==> config.mk <==
export PLATFORM = sky130hd
export DESIGN_NAME = dbgp_top
export DESIGN_NICKNAME = d
export VERILOG_FILES = /design/src/dbgp_sync3.v /design/src/dbgp_top.v
export VERILOG_INCLUDE_DIRS = /design/src
export SDC_FILE = /design/constraint.sdc
export NUM_CORES = 1
export LEC_CHECK = 0
export BUFFER_PORTS_ARGS = -buffer_cell sky130_fd_sc_hd__buf_2
export CAP_MARGIN = 5
export CELL_PAD_IN_SITES_DETAIL_PLACEMENT = 0
export CELL_PAD_IN_SITES_GLOBAL_PLACEMENT = 2
export CORE_AREA = 2 2 118 120
export CTS_CLUSTER_DIAMETER = 100
export DETAILED_ROUTE_END_ITERATION = 12
export DIE_AREA = 0 0 120 122
export PLACE_DENSITY = 0.71
export SLEW_MARGIN = 20
export SYNTH_ARGS = -nofsm -noshare
export SYNTH_HDL_FRONTEND = slang
export SYNTH_SLANG_ARGS = --single-unit
==> constraint.sdc <==
create_clock -name core_clk_i -period 1.8 [get_ports core_clk_i]
set_input_delay 0.09 -clock core_clk_i [delete_from_list [all_inputs] [get_ports core_clk_i]]
set_output_delay 0.09 -clock core_clk_i [all_outputs]
set_load 0.03 [all_outputs]
==> src/dbgp_defs.vh <==
/*
 * Constants for the debug port and reset configuration block.
 * Assumes inclusion by its bare name from the design files.
 */
`ifndef DBGP_DEFS_VH
`define DBGP_DEFS_VH

// ----------------------------------------------------------------
// shift register and pin widths
// ----------------------------------------------------------------
`define DBGP_SHIFT_W 32
`define DBGP_CNT_W 5
`define DBGP_VF_W 3
`define DBGP_FLS_W 2
`define DBGP_WP_W 6
`define DBGP_WP_IBUS_LO 0
`define DBGP_WP_IBUS_HI 3
`define DBGP_WP_LBUS_LO 4
`define DBGP_WP_LBUS_HI 5

// ----------------------------------------------------------------
// reset timing and values
// ----------------------------------------------------------------
`define DBGP_RST_HOLD_NS 40
`define DBGP_CLK_NS 5
`define DBGP_RST_HOLD_CYC ((`DBGP_RST_HOLD_NS + `DBGP_CLK_NS - 1) / `DBGP_CLK_NS)
`define DBGP_RST_CNT_W 4
`define DBGP_SHIFT_RST 32'h00000000
`define DBGP_CNT_LAST 5'h1F

`endif

==> src/dbgp_sync3.v <==
/*
 * Three-flop synchroniser with agreement filter.
 * Assumes an asynchronous pin on d_i; outside reset, output moves only when stages 2 and 3 agree.
 */
`timescale 1ns/1ps
`default_nettype none

module dbgp_sync3 (
  input wire core_clk_i,
  input wire rst_b_i,
  input wire d_i,
  input wire rst_val_i,
  output reg q_o
);

  reg s1_q;
  reg s2_q;
  reg s3_q;

  // first stage feeds only the second
  always @(posedge core_clk_i) begin
    s1_q <= d_i;
    s2_q <= s1_q;
    s3_q <= s2_q;
    if (!rst_b_i) begin
      q_o <= rst_val_i;
    end else if (s2_q == s3_q) begin
      q_o <= s3_q;
    end
  end

endmodule

`default_nettype wire

==> src/dbgp_top.v <==
/*
 * Development port pins: serial shift link, reset configuration straps,
 * fetch visibility, flush count, watchpoints and the reset output.
 * Assumes the core supplies trace and watchpoint events on core_clk_i,
 * and the tool's serial clock is much slower than core_clk_i.
 */
// Overview of operation
// - Serial data is timed by the system clock out when self-clocked, else by the tool clock.
// - Each shift clock moves the serial input level into the shift register.
// - The serial output shows the level of each bit shifted out.
// - A high serial input during reset output selects data bus configuration.
// - A high serial clock during reset output enables debug mode, else normal operation.
// - The three-bit fetch visibility reports last fetch or queue flush count.
// - The two-bit flush count reports history flushes and carries the freeze indication when no flush is pending.
// - Watchpoint bits 0 to 3 flag instruction bus events and 4 to 5 load/store events.
// - Visibility, flush and watchpoint outputs may change every clock cycle.
// - The reset output stays asserted in reset and negates for normal operation.
`timescale 1ns/1ps
`default_nettype none
`include "dbgp_defs.vh"

module dbgp_top (
  input wire core_clk_i,
  input wire rst_b_i,
  input wire self_clocked_i,
  input wire debug_serial_in_i,
  input wire debug_serial_clock_i,
  input wire [`DBGP_SHIFT_W-1:0] load_word_i,
  input wire load_i,
  input wire [`DBGP_VF_W-1:0] fetch_visibility_i,
  input wire [`DBGP_FLS_W-1:0] flush_count_i,
  input wire freeze_i,
  input wire [`DBGP_WP_W-1:0] watch_event_i,
  output reg debug_serial_out_o,
  output reg system_clock_out_o,
  output reg reset_output_b_o,
  output reg cfg_from_data_bus_o,
  output reg debug_mode_en_o,
  output reg [`DBGP_SHIFT_W-1:0] shift_word_o,
  output reg word_valid_o,
  output reg [`DBGP_VF_W-1:0] fetch_visibility_o,
  output reg [`DBGP_FLS_W-1:0] flush_count_o,
  output reg [`DBGP_WP_W-1:0] watchpoint_o
);

  // ----------------------------------------------------------------
  // pin synchronisers
  // ----------------------------------------------------------------
  wire sdi_s;
  wire sck_s;

  dbgp_sync3 u_sync_sdi (
    .core_clk_i(core_clk_i),
    .rst_b_i(rst_b_i),
    .d_i(debug_serial_in_i),
    .rst_val_i(1'b0),
    .q_o(sdi_s)
  );

  dbgp_sync3 u_sync_sck (
    .core_clk_i(core_clk_i),
    .rst_b_i(rst_b_i),
    .d_i(debug_serial_clock_i),
    .rst_val_i(1'b0),
    .q_o(sck_s)
  );

  // ----------------------------------------------------------------
  // reset output and strap capture
  // ----------------------------------------------------------------
  reg [`DBGP_RST_CNT_W-1:0] rst_cnt_q;
  reg strap_sdi_q;
  reg strap_sck_q;

  // external reset drives all
  // held for a few cycles after release so synchronised straps settle
  always @(posedge core_clk_i) begin
    if (!rst_b_i) begin
      rst_cnt_q <= {`DBGP_RST_CNT_W{1'b0}};
      reset_output_b_o <= 1'b0;
    end else if (rst_cnt_q != `DBGP_RST_HOLD_CYC) begin
      rst_cnt_q <= rst_cnt_q + 1'b1;
      reset_output_b_o <= 1'b0;
    end else begin
      reset_output_b_o <= 1'b1;
    end
  end

  always @(posedge core_clk_i) begin
    if (!rst_b_i) begin
      strap_sdi_q <= 1'b0;
      strap_sck_q <= 1'b0;
      cfg_from_data_bus_o <= 1'b0;
      debug_mode_en_o <= 1'b0;
    end else if (!reset_output_b_o) begin
      strap_sdi_q <= sdi_s;
      strap_sck_q <= sck_s;
      // latch the level held over the previous cycle, so a pin moving at the edge is ignored
      if (rst_cnt_q == `DBGP_RST_HOLD_CYC) begin
        cfg_from_data_bus_o <= strap_sdi_q;
        debug_mode_en_o <= strap_sck_q;
      end
    end
  end

  // ----------------------------------------------------------------
  // system clock out divider, self-clocked shift timing
  // ----------------------------------------------------------------
  always @(posedge core_clk_i) begin
    if (!rst_b_i) begin
      system_clock_out_o <= 1'b0;
    end else begin
      system_clock_out_o <= ~system_clock_out_o;
    end
  end

  // ----------------------------------------------------------------
  // shift clock selection and edge detect
  // ----------------------------------------------------------------
  reg sck_prev_q;
  wire shift_tick;

  always @(posedge core_clk_i) begin
    if (!rst_b_i) begin
      sck_prev_q <= 1'b0;
    end else begin
      sck_prev_q <= sck_s;
    end
  end

  assign shift_tick = self_clocked_i ? ~system_clock_out_o : (sck_s & ~sck_prev_q);

  // ----------------------------------------------------------------
  // development port shift register
  // ----------------------------------------------------------------
  reg [`DBGP_SHIFT_W-1:0] shift_q;
  reg [`DBGP_CNT_W-1:0] bit_cnt_q;
  wire shifting;

  // only active once out of reset with debug mode on
  assign shifting = reset_output_b_o & debug_mode_en_o & shift_tick;

  always @(posedge core_clk_i) begin
    if (!rst_b_i) begin
      shift_q <= `DBGP_SHIFT_RST;
      bit_cnt_q <= {`DBGP_CNT_W{1'b0}};
      debug_serial_out_o <= 1'b0;
      shift_word_o <= `DBGP_SHIFT_RST;
      word_valid_o <= 1'b0;
    end else begin
      word_valid_o <= 1'b0;
      if (shifting) begin
        debug_serial_out_o <= shift_q[`DBGP_SHIFT_W-1];
        shift_q <= {shift_q[`DBGP_SHIFT_W-2:0], sdi_s};
        bit_cnt_q <= bit_cnt_q + 1'b1;
        if (bit_cnt_q == `DBGP_CNT_LAST) begin
          shift_word_o <= {shift_q[`DBGP_SHIFT_W-2:0], sdi_s};
          word_valid_o <= 1'b1;
        end
      end else if (load_i) begin
        // a parallel load in the same cycle as a shift is dropped
        shift_q <= load_word_i;
      end
    end
  end

  // ----------------------------------------------------------------
  // trace and watchpoint outputs, registered each cycle
  // ----------------------------------------------------------------
  // fetch visibility
  always @(posedge core_clk_i) begin
    if (!rst_b_i) begin
      fetch_visibility_o <= {`DBGP_VF_W{1'b0}};
      flush_count_o <= {`DBGP_FLS_W{1'b0}};
      watchpoint_o <= {`DBGP_WP_W{1'b0}};
    end else begin
      fetch_visibility_o <= fetch_visibility_i;
      // freeze shown as all ones when no flush is pending
      flush_count_o <= (freeze_i && flush_count_i == {`DBGP_FLS_W{1'b0}}) ?
                       {`DBGP_FLS_W{1'b1}} : flush_count_i;
      watchpoint_o[`DBGP_WP_IBUS_HI:`DBGP_WP_IBUS_LO] <=
        watch_event_i[`DBGP_WP_IBUS_HI:`DBGP_WP_IBUS_LO];
      watchpoint_o[`DBGP_WP_LBUS_HI:`DBGP_WP_LBUS_LO] <=
        watch_event_i[`DBGP_WP_LBUS_HI:`DBGP_WP_LBUS_LO];
    end
  end

endmodule

`default_nettype wire

==> results.cfg, run 1 <==
[outcome]
status = complete, no violations

[sta]
setup_tns_ns = 0
hold_viol = 0
finClkSkew_ns = 0.00806
slew_headroom_pct = 67.5
rsz0062_at_grt = false
setup_viol = 0
period_needed_ns = 1.65
max_freq_mhz = 607
tightestPinTransition_ns = 0.488
post-route-period-util_pct = 91.6
maxSlewViolCount = 0

[synth]
synth_xor_area_share_pct = 0.647
syn_avg_cell_area_um2 = 10.1
synth_top_family_by_area = multiplexers
ys_ff_latch = 101
synthArstFlopShare_pct = 0
synth_simple_gate_area_share_pct = 14.7
synth-edff-count = 0
ys.flop_type = dfxtp_1
yosysWarnings = 0
synth_area_um2 = 4060
yosysUniqueCellTypes = 27
yosys.area_share.adder_pct = 1.23
ys_seq_area_share_pct = 49.8
synth_compound_gate_area_share_pct = 1.88
synth_mux_area_share_pct = 26.9
synth_cells = 401
mappedNetlistNets = 455

[floorplanning]
pin_count = 99
fp-row-count = 43
fp.dieArea_um2 = 14600
core_um2 = 13500
die_h_um = 122
initial_core_util_pct = 30.1
die_width_um = 120

[grt]
grt_pass1_wl_mm = 14.4
track_usage_pct = 12.6
antenna_found_initial = 0
gr-total-overflow = 0
grt_pass1_vias = 2959
grt_max_degree = 46

[critical_path]
ff2ff_setup_slack_ns = 0.15
r2r_start = bit_cnt_q[0]
critical_path_class = flop to flop
critical_path.endpoint_type = flop
crit_required_ns = 2.03
worstPathArrival_ns = 1.88
start_kind = flop
r2r-end = shift_word_o[15]
reg2reg_depth = 7
cp_max_fo = 18

[detailed_routing]
wire_per_inst_um = 13.0
num_vias = 2985
dr.pass1.iters = 4
drt-initial-drc-count = 128
wl_mm = 8.96
viasPerCell = 4.33
antenna_left = 0
drcViolationCount = 0

[pwr]
p_clk_share_pct = 42.5
leakagePower_uw = 0.00239
share_comb_of_total_power_pct = 7.8
powerDensity_nw_per_um2 = 908
sequentialPowerShare_pct = 49.6
p_sw_uw = 1040
sw_frac_of_total_pct = 22.1
intPower_uw = 3690
p_total_uw = 4730
peakVddDrop_mv = 0.431

[clock_tree]
clk-insertion-delay-late_ns = 0.35
postCtsSetupBuffers = 0
clk_pin_slew_ns = 0.07
tritoncts = built
clock_path_buffers = 2
cts_htree_levels = 3
cts_buffers = 9
clockRootBuffer = clkbuf_16
ctsResizeCount = 0
hold_buffers = 14
clock-sinks = 101

[hold_path]
hold_start = freeze_i
whs_path_depth = 3
min_to = flush_count_o[0]
min_path_type = input port to flop

[finish]
drive_gt1_share_pct = 30.8
layout.nets = 559
syn_to_final_growth_pct = 28.5
insertedDiodeCount = 0
regArea_um2 = 2020
fill_cells = 1365
multi_input_area_um2 = 1850

[job]
cap_violations = 0

[place]
hpwl_mm = 5.99
portBuffers = 98
place.gp.congestion = 0.722
logic make-up after synthesis:
logic type,count (synthesis)
AOI/OAI and AO/OA,14
xor gates and xnor gates,3
adders and majority gates,4
buffers and inverters,32
DFF,101
muxes,105
and+or+nand+nor,142
placed cells by master (no fill, tap or decap), types with 2 or more instances in the layout:
master           n
nand3_1          3
mux2i_1         73
buf_4            2
mux2_2          32
nand2_1        110
ha_1             4
dfxtp_1        101
buf_2           97
inv_1            5
dlygate4sd3_1   14
xor2_1           2
a21oi_1          7
o21ai_0          4
clkbuf_8         3
nand2b_1         5
clkbuf_16        9
and3_1           2
nor2_1           9
buf_12           7
and2_1           9
per-layer routing:
layer	vias to the layer above	global-route usage, %	share of wire (%)
met5	-	0	0
met4	0	5.07	1.7
met3	9	3.51	4.0
met2	62	21.6	48
met1	1379	14.9	47
li1	1535	-	-
cell type report:
cell class / count / share of cell area, %
inverters: 5 / 0.360
multi-input cells: 268 / 35.6
clock buffers: 13 / 5.18
repair buffers: 120 / 15.0
clock inverters: 3 / 0.816
well taps: 180 / 4.32
flip-flops and latches: 101 / 38.8
worst max-delay path: stages (launching register included):
cell,delay [ns]
dfxtp_1,0.37
ha_1,0.19
and3_1,0.16
ha_1,0.14
inv_1,0.04
a211o_2,0.32
buf_12,0.18
mux2i_1,0.12
synth_stat cells (4+ instances only):
master      n  area (um2)
mux2_2     32         360
clkbuf_1   15        56.3
and2_1      9        56.3
nor2_1      9        33.8
o21ai_0     4        20.0
buf_4       4        30.0
nand2b_1    5        31.3
nand2_1   110         413
ha_1        4        50.1
dfxtp_1   101        2020
a21oi_1     8        40.0
mux2i_1    73         731
inv_1       5        18.8
power by group through the flow:
stage	clock network (uW)	registers (uW)	logic [uW]
finish	2010	2350	371
global route	2180	2360	411
CTS	2090	2350	377
detailed placement	0	2400	352
global placement	0	2400	346
floorplan	0	2420	202
sequential cells by signal, indices dropped and copies added, names as in the netlist:
register / flops
system_clock_out_o: 1
rst_cnt_q: 4
u_sync_sck.s3_q: 1
u_sync_sdi.s1_q: 1
reset_output_b_o: 1
u_sync_sdi.s3_q: 1
u_sync_sdi.s2_q: 1
sck_prev_q: 1
cfg_from_data_bus_o: 1
watchpoint_o: 6
u_sync_sck.q_o: 1
u_sync_sck.s1_q: 1
flush_count_o: 2
shift_q: 32
debug_serial_out_o: 1
u_sync_sdi.q_o: 1
fetch_visibility_o: 3
strap_sck_q: 1
word_valid_o: 1
debug_mode_en_o: 1
u_sync_sck.s2_q: 1
bit_cnt_q: 5
shift_word_o: 32
strap_sdi_q: 1
per-stage QoR:
step                utilization, %  cells  hold slack, ns  cell area (um2)  setup WS (ns)
floorplan                        -    401           0.118             4060          0.146
global placement              35.3    660           0.200             4760          0.207
detailed placement            35.3    660           0.200             4760          0.160
CTS                           38.6    690         0.00793             5210          0.145
global route                  38.6    690          0.0228             5210         0.0143
finish                        38.6    690          0.0157             5210          0.152
how the worst max path moves through the flow:
stage | startpoint | cells past startpoint | slack [ns] | endpoint
after floorplan | reset_output_b_o | 6 | 0.15 | shift_word_o[10]
after global placement | u_sync_sck.q_o | 4 | 0.21 | shift_word_o[14]
after detailed placement | bit_cnt_q[0] | 7 | 0.16 | shift_word_o[15]
after CTS | bit_cnt_q[0] | 7 | 0.14 | shift_word_o[15]
after global routing | bit_cnt_q[0] | 7 | 0.01 | shift_word_o[15]
final | bit_cnt_q[0] | 7 | 0.15 | shift_word_o[15]
(Power assumes the default switching activity.)
==> inputs of run 2 (changes only) <==
- PLACE_DENSITY: 0.71 -> 0.86
==> run 2 against run 1 <==
Against the previous run: core utilization shrank 0.51 points; highest routed layer is now met5; hold slack better by 0.12 ns; global-route usage decreased by 0.65 points; combinational power fell by 1%; count of clock-buffer cells in the layout decreased by 2.
==> results.cfg, run 2 (synthesis gave the netlist of run 1 again) <==
[outcome]
status = complete, no violations

[critical_path]
ff2ff_setup_slack_ns = 0.13
r2r_start = u_sync_sck.q_o
critical_path_class = flop to flop
critPathTopFamily = simple AND/OR/NAND/NOR gates
crit_required_ns = 2.02
critical_path.endpoint_type = flop
crit_buf_inv = 1
reg2reg_depth = 4
start_kind = flop
max_stage_delay_ns = 0.43
cpMaxStageDelayCell = or3b_4
r2r-end = shift_word_o[31]
cp_max_fo = 12
worstPathArrival_ns = 1.89
worstPathCellList = or3b_4 -> a211o_2 -> buf_4 -> mux2i_1

[detailed_routing]
wl_mm = 8.65
dr.pass1.iters = 6
wire_per_inst_um = 12.5
viasPerCell = 4.36
drcViolationCount = 0
antenna_left = 0
num_vias = 3010
drt-initial-drc-count = 80

[hold_path]
whs_path_depth = 4
min_to = shift_q[9]
min_path_type = input port to flop
hold_start = load_word_i[9]

[floorplanning]
pin_count = 99
core_um2 = 13500
die_width_um = 120
initial_core_util_pct = 30.1
die_h_um = 122
fp-row-count = 43
fp.dieArea_um2 = 14600

[place]
place.gp.congestion = 0.734
dp_cells = 661
hpwl_mm = 5.84
portBuffers = 98

[sta]
finClkSkew_ns = 0.00892
setup_viol = 0
max_freq_mhz = 599
maxSlewViolCount = 0
post-route-period-util_pct = 92.8
tightestPinTransition_ns = 0.493
rsz0062_at_grt = false
slew_headroom_pct = 67.1
period_needed_ns = 1.67
setup_tns_ns = 0
hold_viol = 0

[finish]
syn_to_final_growth_pct = 26.8
final_cell_mix = nand2_1 (110), dfxtp_1 (101), buf_2 (97), mux2i_1 (73), mux2_2 (32)
top_regs = shift_q: 32 flops, shift_word_o: 32 flops, watchpoint_o: 6 flops
layout.nets = 561
insertedDiodeCount = 0
fin_cells = 691
final_common_cell = nand2_1
fin_util_pct = 38.1
drive_gt1_share_pct = 30.9

[pwr]
peakVddDrop_mv = 0.336
leakagePower_uw = 0.00237
p_clk_share_pct = 40.1
p_sw_uw = 1030
sw_frac_of_total_pct = 22.8
powerDensity_nw_per_um2 = 880
intPower_uw = 3500
share_comb_of_total_power_pct = 8.1
sequentialPowerShare_pct = 51.9

[clock_tree]
tritoncts = built
clockRootBuffer = clkbuf_16
ctsResizeCount = 0
clock-sinks = 101
clock_path_buffers = 2
cts_buffers = 9
cts_htree_levels = 3
clk-insertion-delay-late_ns = 0.34
clk_pin_slew_ns = 0.07

[grt]
grt_pass1_wl_mm = 13.7
grt_max_degree = 51
track_usage_pct = 11.9
grt_pass1_vias = 2885
antenna_found_initial = 1
gr-total-overflow = 0

[job]
cap_violations = 0
-- run 2: metrics by stage --
| stage | worst slack [ns] | power (uW) | instance area [um2] | hold WS, ns |
|---|---|---|---|---|
| after floorplan | 0.146 | 2620 | 4060 | 0.118 |
| after global placement | 0.179 | 2730 | 4720 | 0.198 |
| after detailed placement | 0.127 | 2740 | 4720 | 0.199 |
| after CTS | 0.124 | 4590 | 5130 | 0.00160 |
| after global routing | 0.0320 | 4750 | 5140 | 0.130 |
| final | 0.130 | 4530 | 5140 | 0.135 |
-- run 2: power groups by stage --
stage / Sequential, uW / Combinational (uW) / Clock [uW]
global route: 2360 / 404 / 1990
finish: 2350 / 366 / 1810
floorplan: 2420 / 202 / 0
global placement: 2400 / 337 / 0
detailed placement: 2400 / 345 / 0
CTS: 2350 / 370 / 1880
-- run 2: final cells by class --
cell class                      count  area (um2)
Clock buffer                       11         253
Inverter                            5        18.8
Timing Repair Buffer              122         748
Fill cell                        1368        8360
Clock inverter                      4        23.8
Sequential cell                   101        2020
Multi-Input combinational cell    268        1850
Tap cell                          180         225
-- run 2: repair_timing --
action                                 CTS  global route
endpoints found under the hold margin   13             1
hold buffers                            14             1
buffers inserted                         0             0
-- run 2: worst max path at each step --
stage | startpoint | to | slack, ns | depth (start not counted)
after detailed placement | u_sync_sck.q_o | shift_word_o[31] | 0.13 | 4
after CTS | u_sync_sck.q_o | shift_word_o[31] | 0.12 | 4
after global routing | bit_cnt_q[0] | shift_word_o[3] | 0.03 | 7
after global placement | u_sync_sck.q_o | shift_word_o[5] | 0.18 | 4
final | u_sync_sck.q_o | shift_word_o[31] | 0.13 | 4
after floorplan | reset_output_b_o | shift_word_o[10] | 0.15 | 6
-- run 2: worst register-to-register path, cell delays in order (launching register included) --
cell     delay (ns)
dfxtp_1        0.38
or3b_4         0.44
a211o_2        0.38
buf_4          0.22
mux2i_1        0.14
-- run 2: layer usage --
layer / GRT usage [%] / part of all wire, % / vias up
met1: 14.1 / 47 / 1384
met2: 19.5 / 45 / 70
met3: 5.01 / 6.5 / 11
li1: - / - / 1543
met5: 0 / 0.15 / -
met4: 4.19 / 1.2 / 2
==> inputs of run 3 (changes only) <==
- RECOVER_POWER: not set -> 50
==> run 3 against run 2 <==
Against the previous run: die area unchanged; clock skew decreased by 0.0017 ns; first-iteration DRC count decreased by 2.5%; count of clock-buffer cells in the layout unchanged; sequential power about the same; hold slack improved by 0.0013 ns; largest cell class unchanged.
==> results.cfg, run 3 (synthesis gave the netlist of run 1 again) <==
[outcome]
status = complete, no violations

[finish]
syn_to_final_growth_pct = 25.1
layout.nets = 561
multi_input_area_um2 = 1850
regArea_um2 = 2020
design_area_um2 = 5080
insertedDiodeCount = 0
final_cell_mix = nand2_1 (110), dfxtp_1 (101), mux2i_1 (73), clkbuf_1 (51), buf_2 (47)
fill_cells = 1396
top_regs = shift_q: 32 flops, shift_word_o: 32 flops, watchpoint_o: 6 flops
final_common_cell = nand2_1
drive_gt1_share_pct = 20.9
fin_util_pct = 37.6

[grt]
track_usage_pct = 11.9
grt_pass1_wl_mm = 13.7
grt_pass1_vias = 2885
grt_max_degree = 51
gr-total-overflow = 0
antenna_found_initial = 1

[sta]
setup_viol = 0
fin_ws_ns = 0.130
setup_tns_ns = 0
tightestPinTransition_ns = 0.493
hold_slack_ns = 0.136
slew_headroom_pct = 67.1
period_needed_ns = 1.67
maxSlewViolCount = 0
finClkSkew_ns = 0.00719
max_freq_mhz = 599
hold_viol = 0
rsz0062_at_grt = false
post-route-period-util_pct = 92.8

[critical_path]
critical_path.endpoint_type = flop
worstPathArrival_ns = 1.89
crit_required_ns = 2.02
start_kind = flop
cp_max_fo = 12
critical_path_class = flop to flop

[pwr]
powerDensity_nw_per_um2 = 892
peakVddDrop_mv = 0.335
leakagePower_uw = 0.00215

[job]
cap_violations = 0

[detailed_routing]
antenna_left = 0
viasPerCell = 4.32
drcViolationCount = 0
wire_per_inst_um = 12.6
dr.pass1.iters = 4
drt-initial-drc-count = 78
num_vias = 2983
wl_mm = 8.70

[clock_tree]
tritoncts = built
cts_htree_levels = 3
clk_pin_slew_ns = 0.07
clockRootBuffer = clkbuf_16
cts_buffers = 9
clk-insertion-delay-late_ns = 0.34
clock-sinks = 101
clock_path_buffers = 2

[floorplanning]
fp.dieArea_um2 = 14600
initial_core_util_pct = 30.1
core_um2 = 13500
die_width_um = 120
pin_count = 99
die_h_um = 122
fp-row-count = 43

[place]
place_ws_ns = 0.127
place.gp.congestion = 0.734
placed_area_um2 = 4720
hpwl_mm = 5.84
portBuffers = 98

[hold_path]
min_path_type = input port to flop
run 3: repair_timing:
action / 4_1_cts / 5_1_grt
buffers inserted: 0 / 0
hold buffers: 14 / 1
endpoints found under the hold margin: 13 / 1
gates resized for setup: 0 / 0
run 3: metal layers:
layer  global-route usage [%]  vias up  part of all wire [%]
li1                         -     1538                     -
met1                     14.1     1367                    47
met2                     19.5       68                    46
met3                     5.01        8                   6.3
met4                     4.19        2                  0.87
met5                        0        -                  0.15
run 3: worst max-delay path: stages, from the launching register on:
cell     delay [ns]
dfxtp_1        0.38
or3b_4         0.44
a211o_2        0.38
buf_4          0.21
mux2i_1        0.14
run 3: power breakdown:
part,switching (uW),internal (uW),total [uW]
clock,821,1000,1820
combinational,182,179,362
sequential,36.7,2310,2350
total,1040,3490,4530
run 3: final cells by class:
type / instances / area share, %
inverters: 5 / 0.370
multi-input cells: 268 / 36.5
repair buffers: 122 / 13.4
well taps: 180 / 4.43
clock inverters: 4 / 0.468
clock buffers: 11 / 4.98
flip-flops and latches: 101 / 39.8
run 3: final timing paths:
path                                      start  cells past startpoint                to  slack [ns]
worst min-delay path            load_word_i[13]                      4       shift_q[13]        0.14
worst max-delay path             u_sync_sck.q_o                      4  shift_word_o[31]        0.13
worst min register to register  u_sync_sdi.s1_q                      0   u_sync_sdi.s2_q        0.33
worst max register to register   u_sync_sck.q_o                      4  shift_word_o[31]        0.13
run 3: metrics by stage:
step	power (uW)	cells
after floorplan	2620	401
after global placement	2730	661
after detailed placement	2740	661
after CTS	4590	690
after global routing	4750	691
final	4530	691
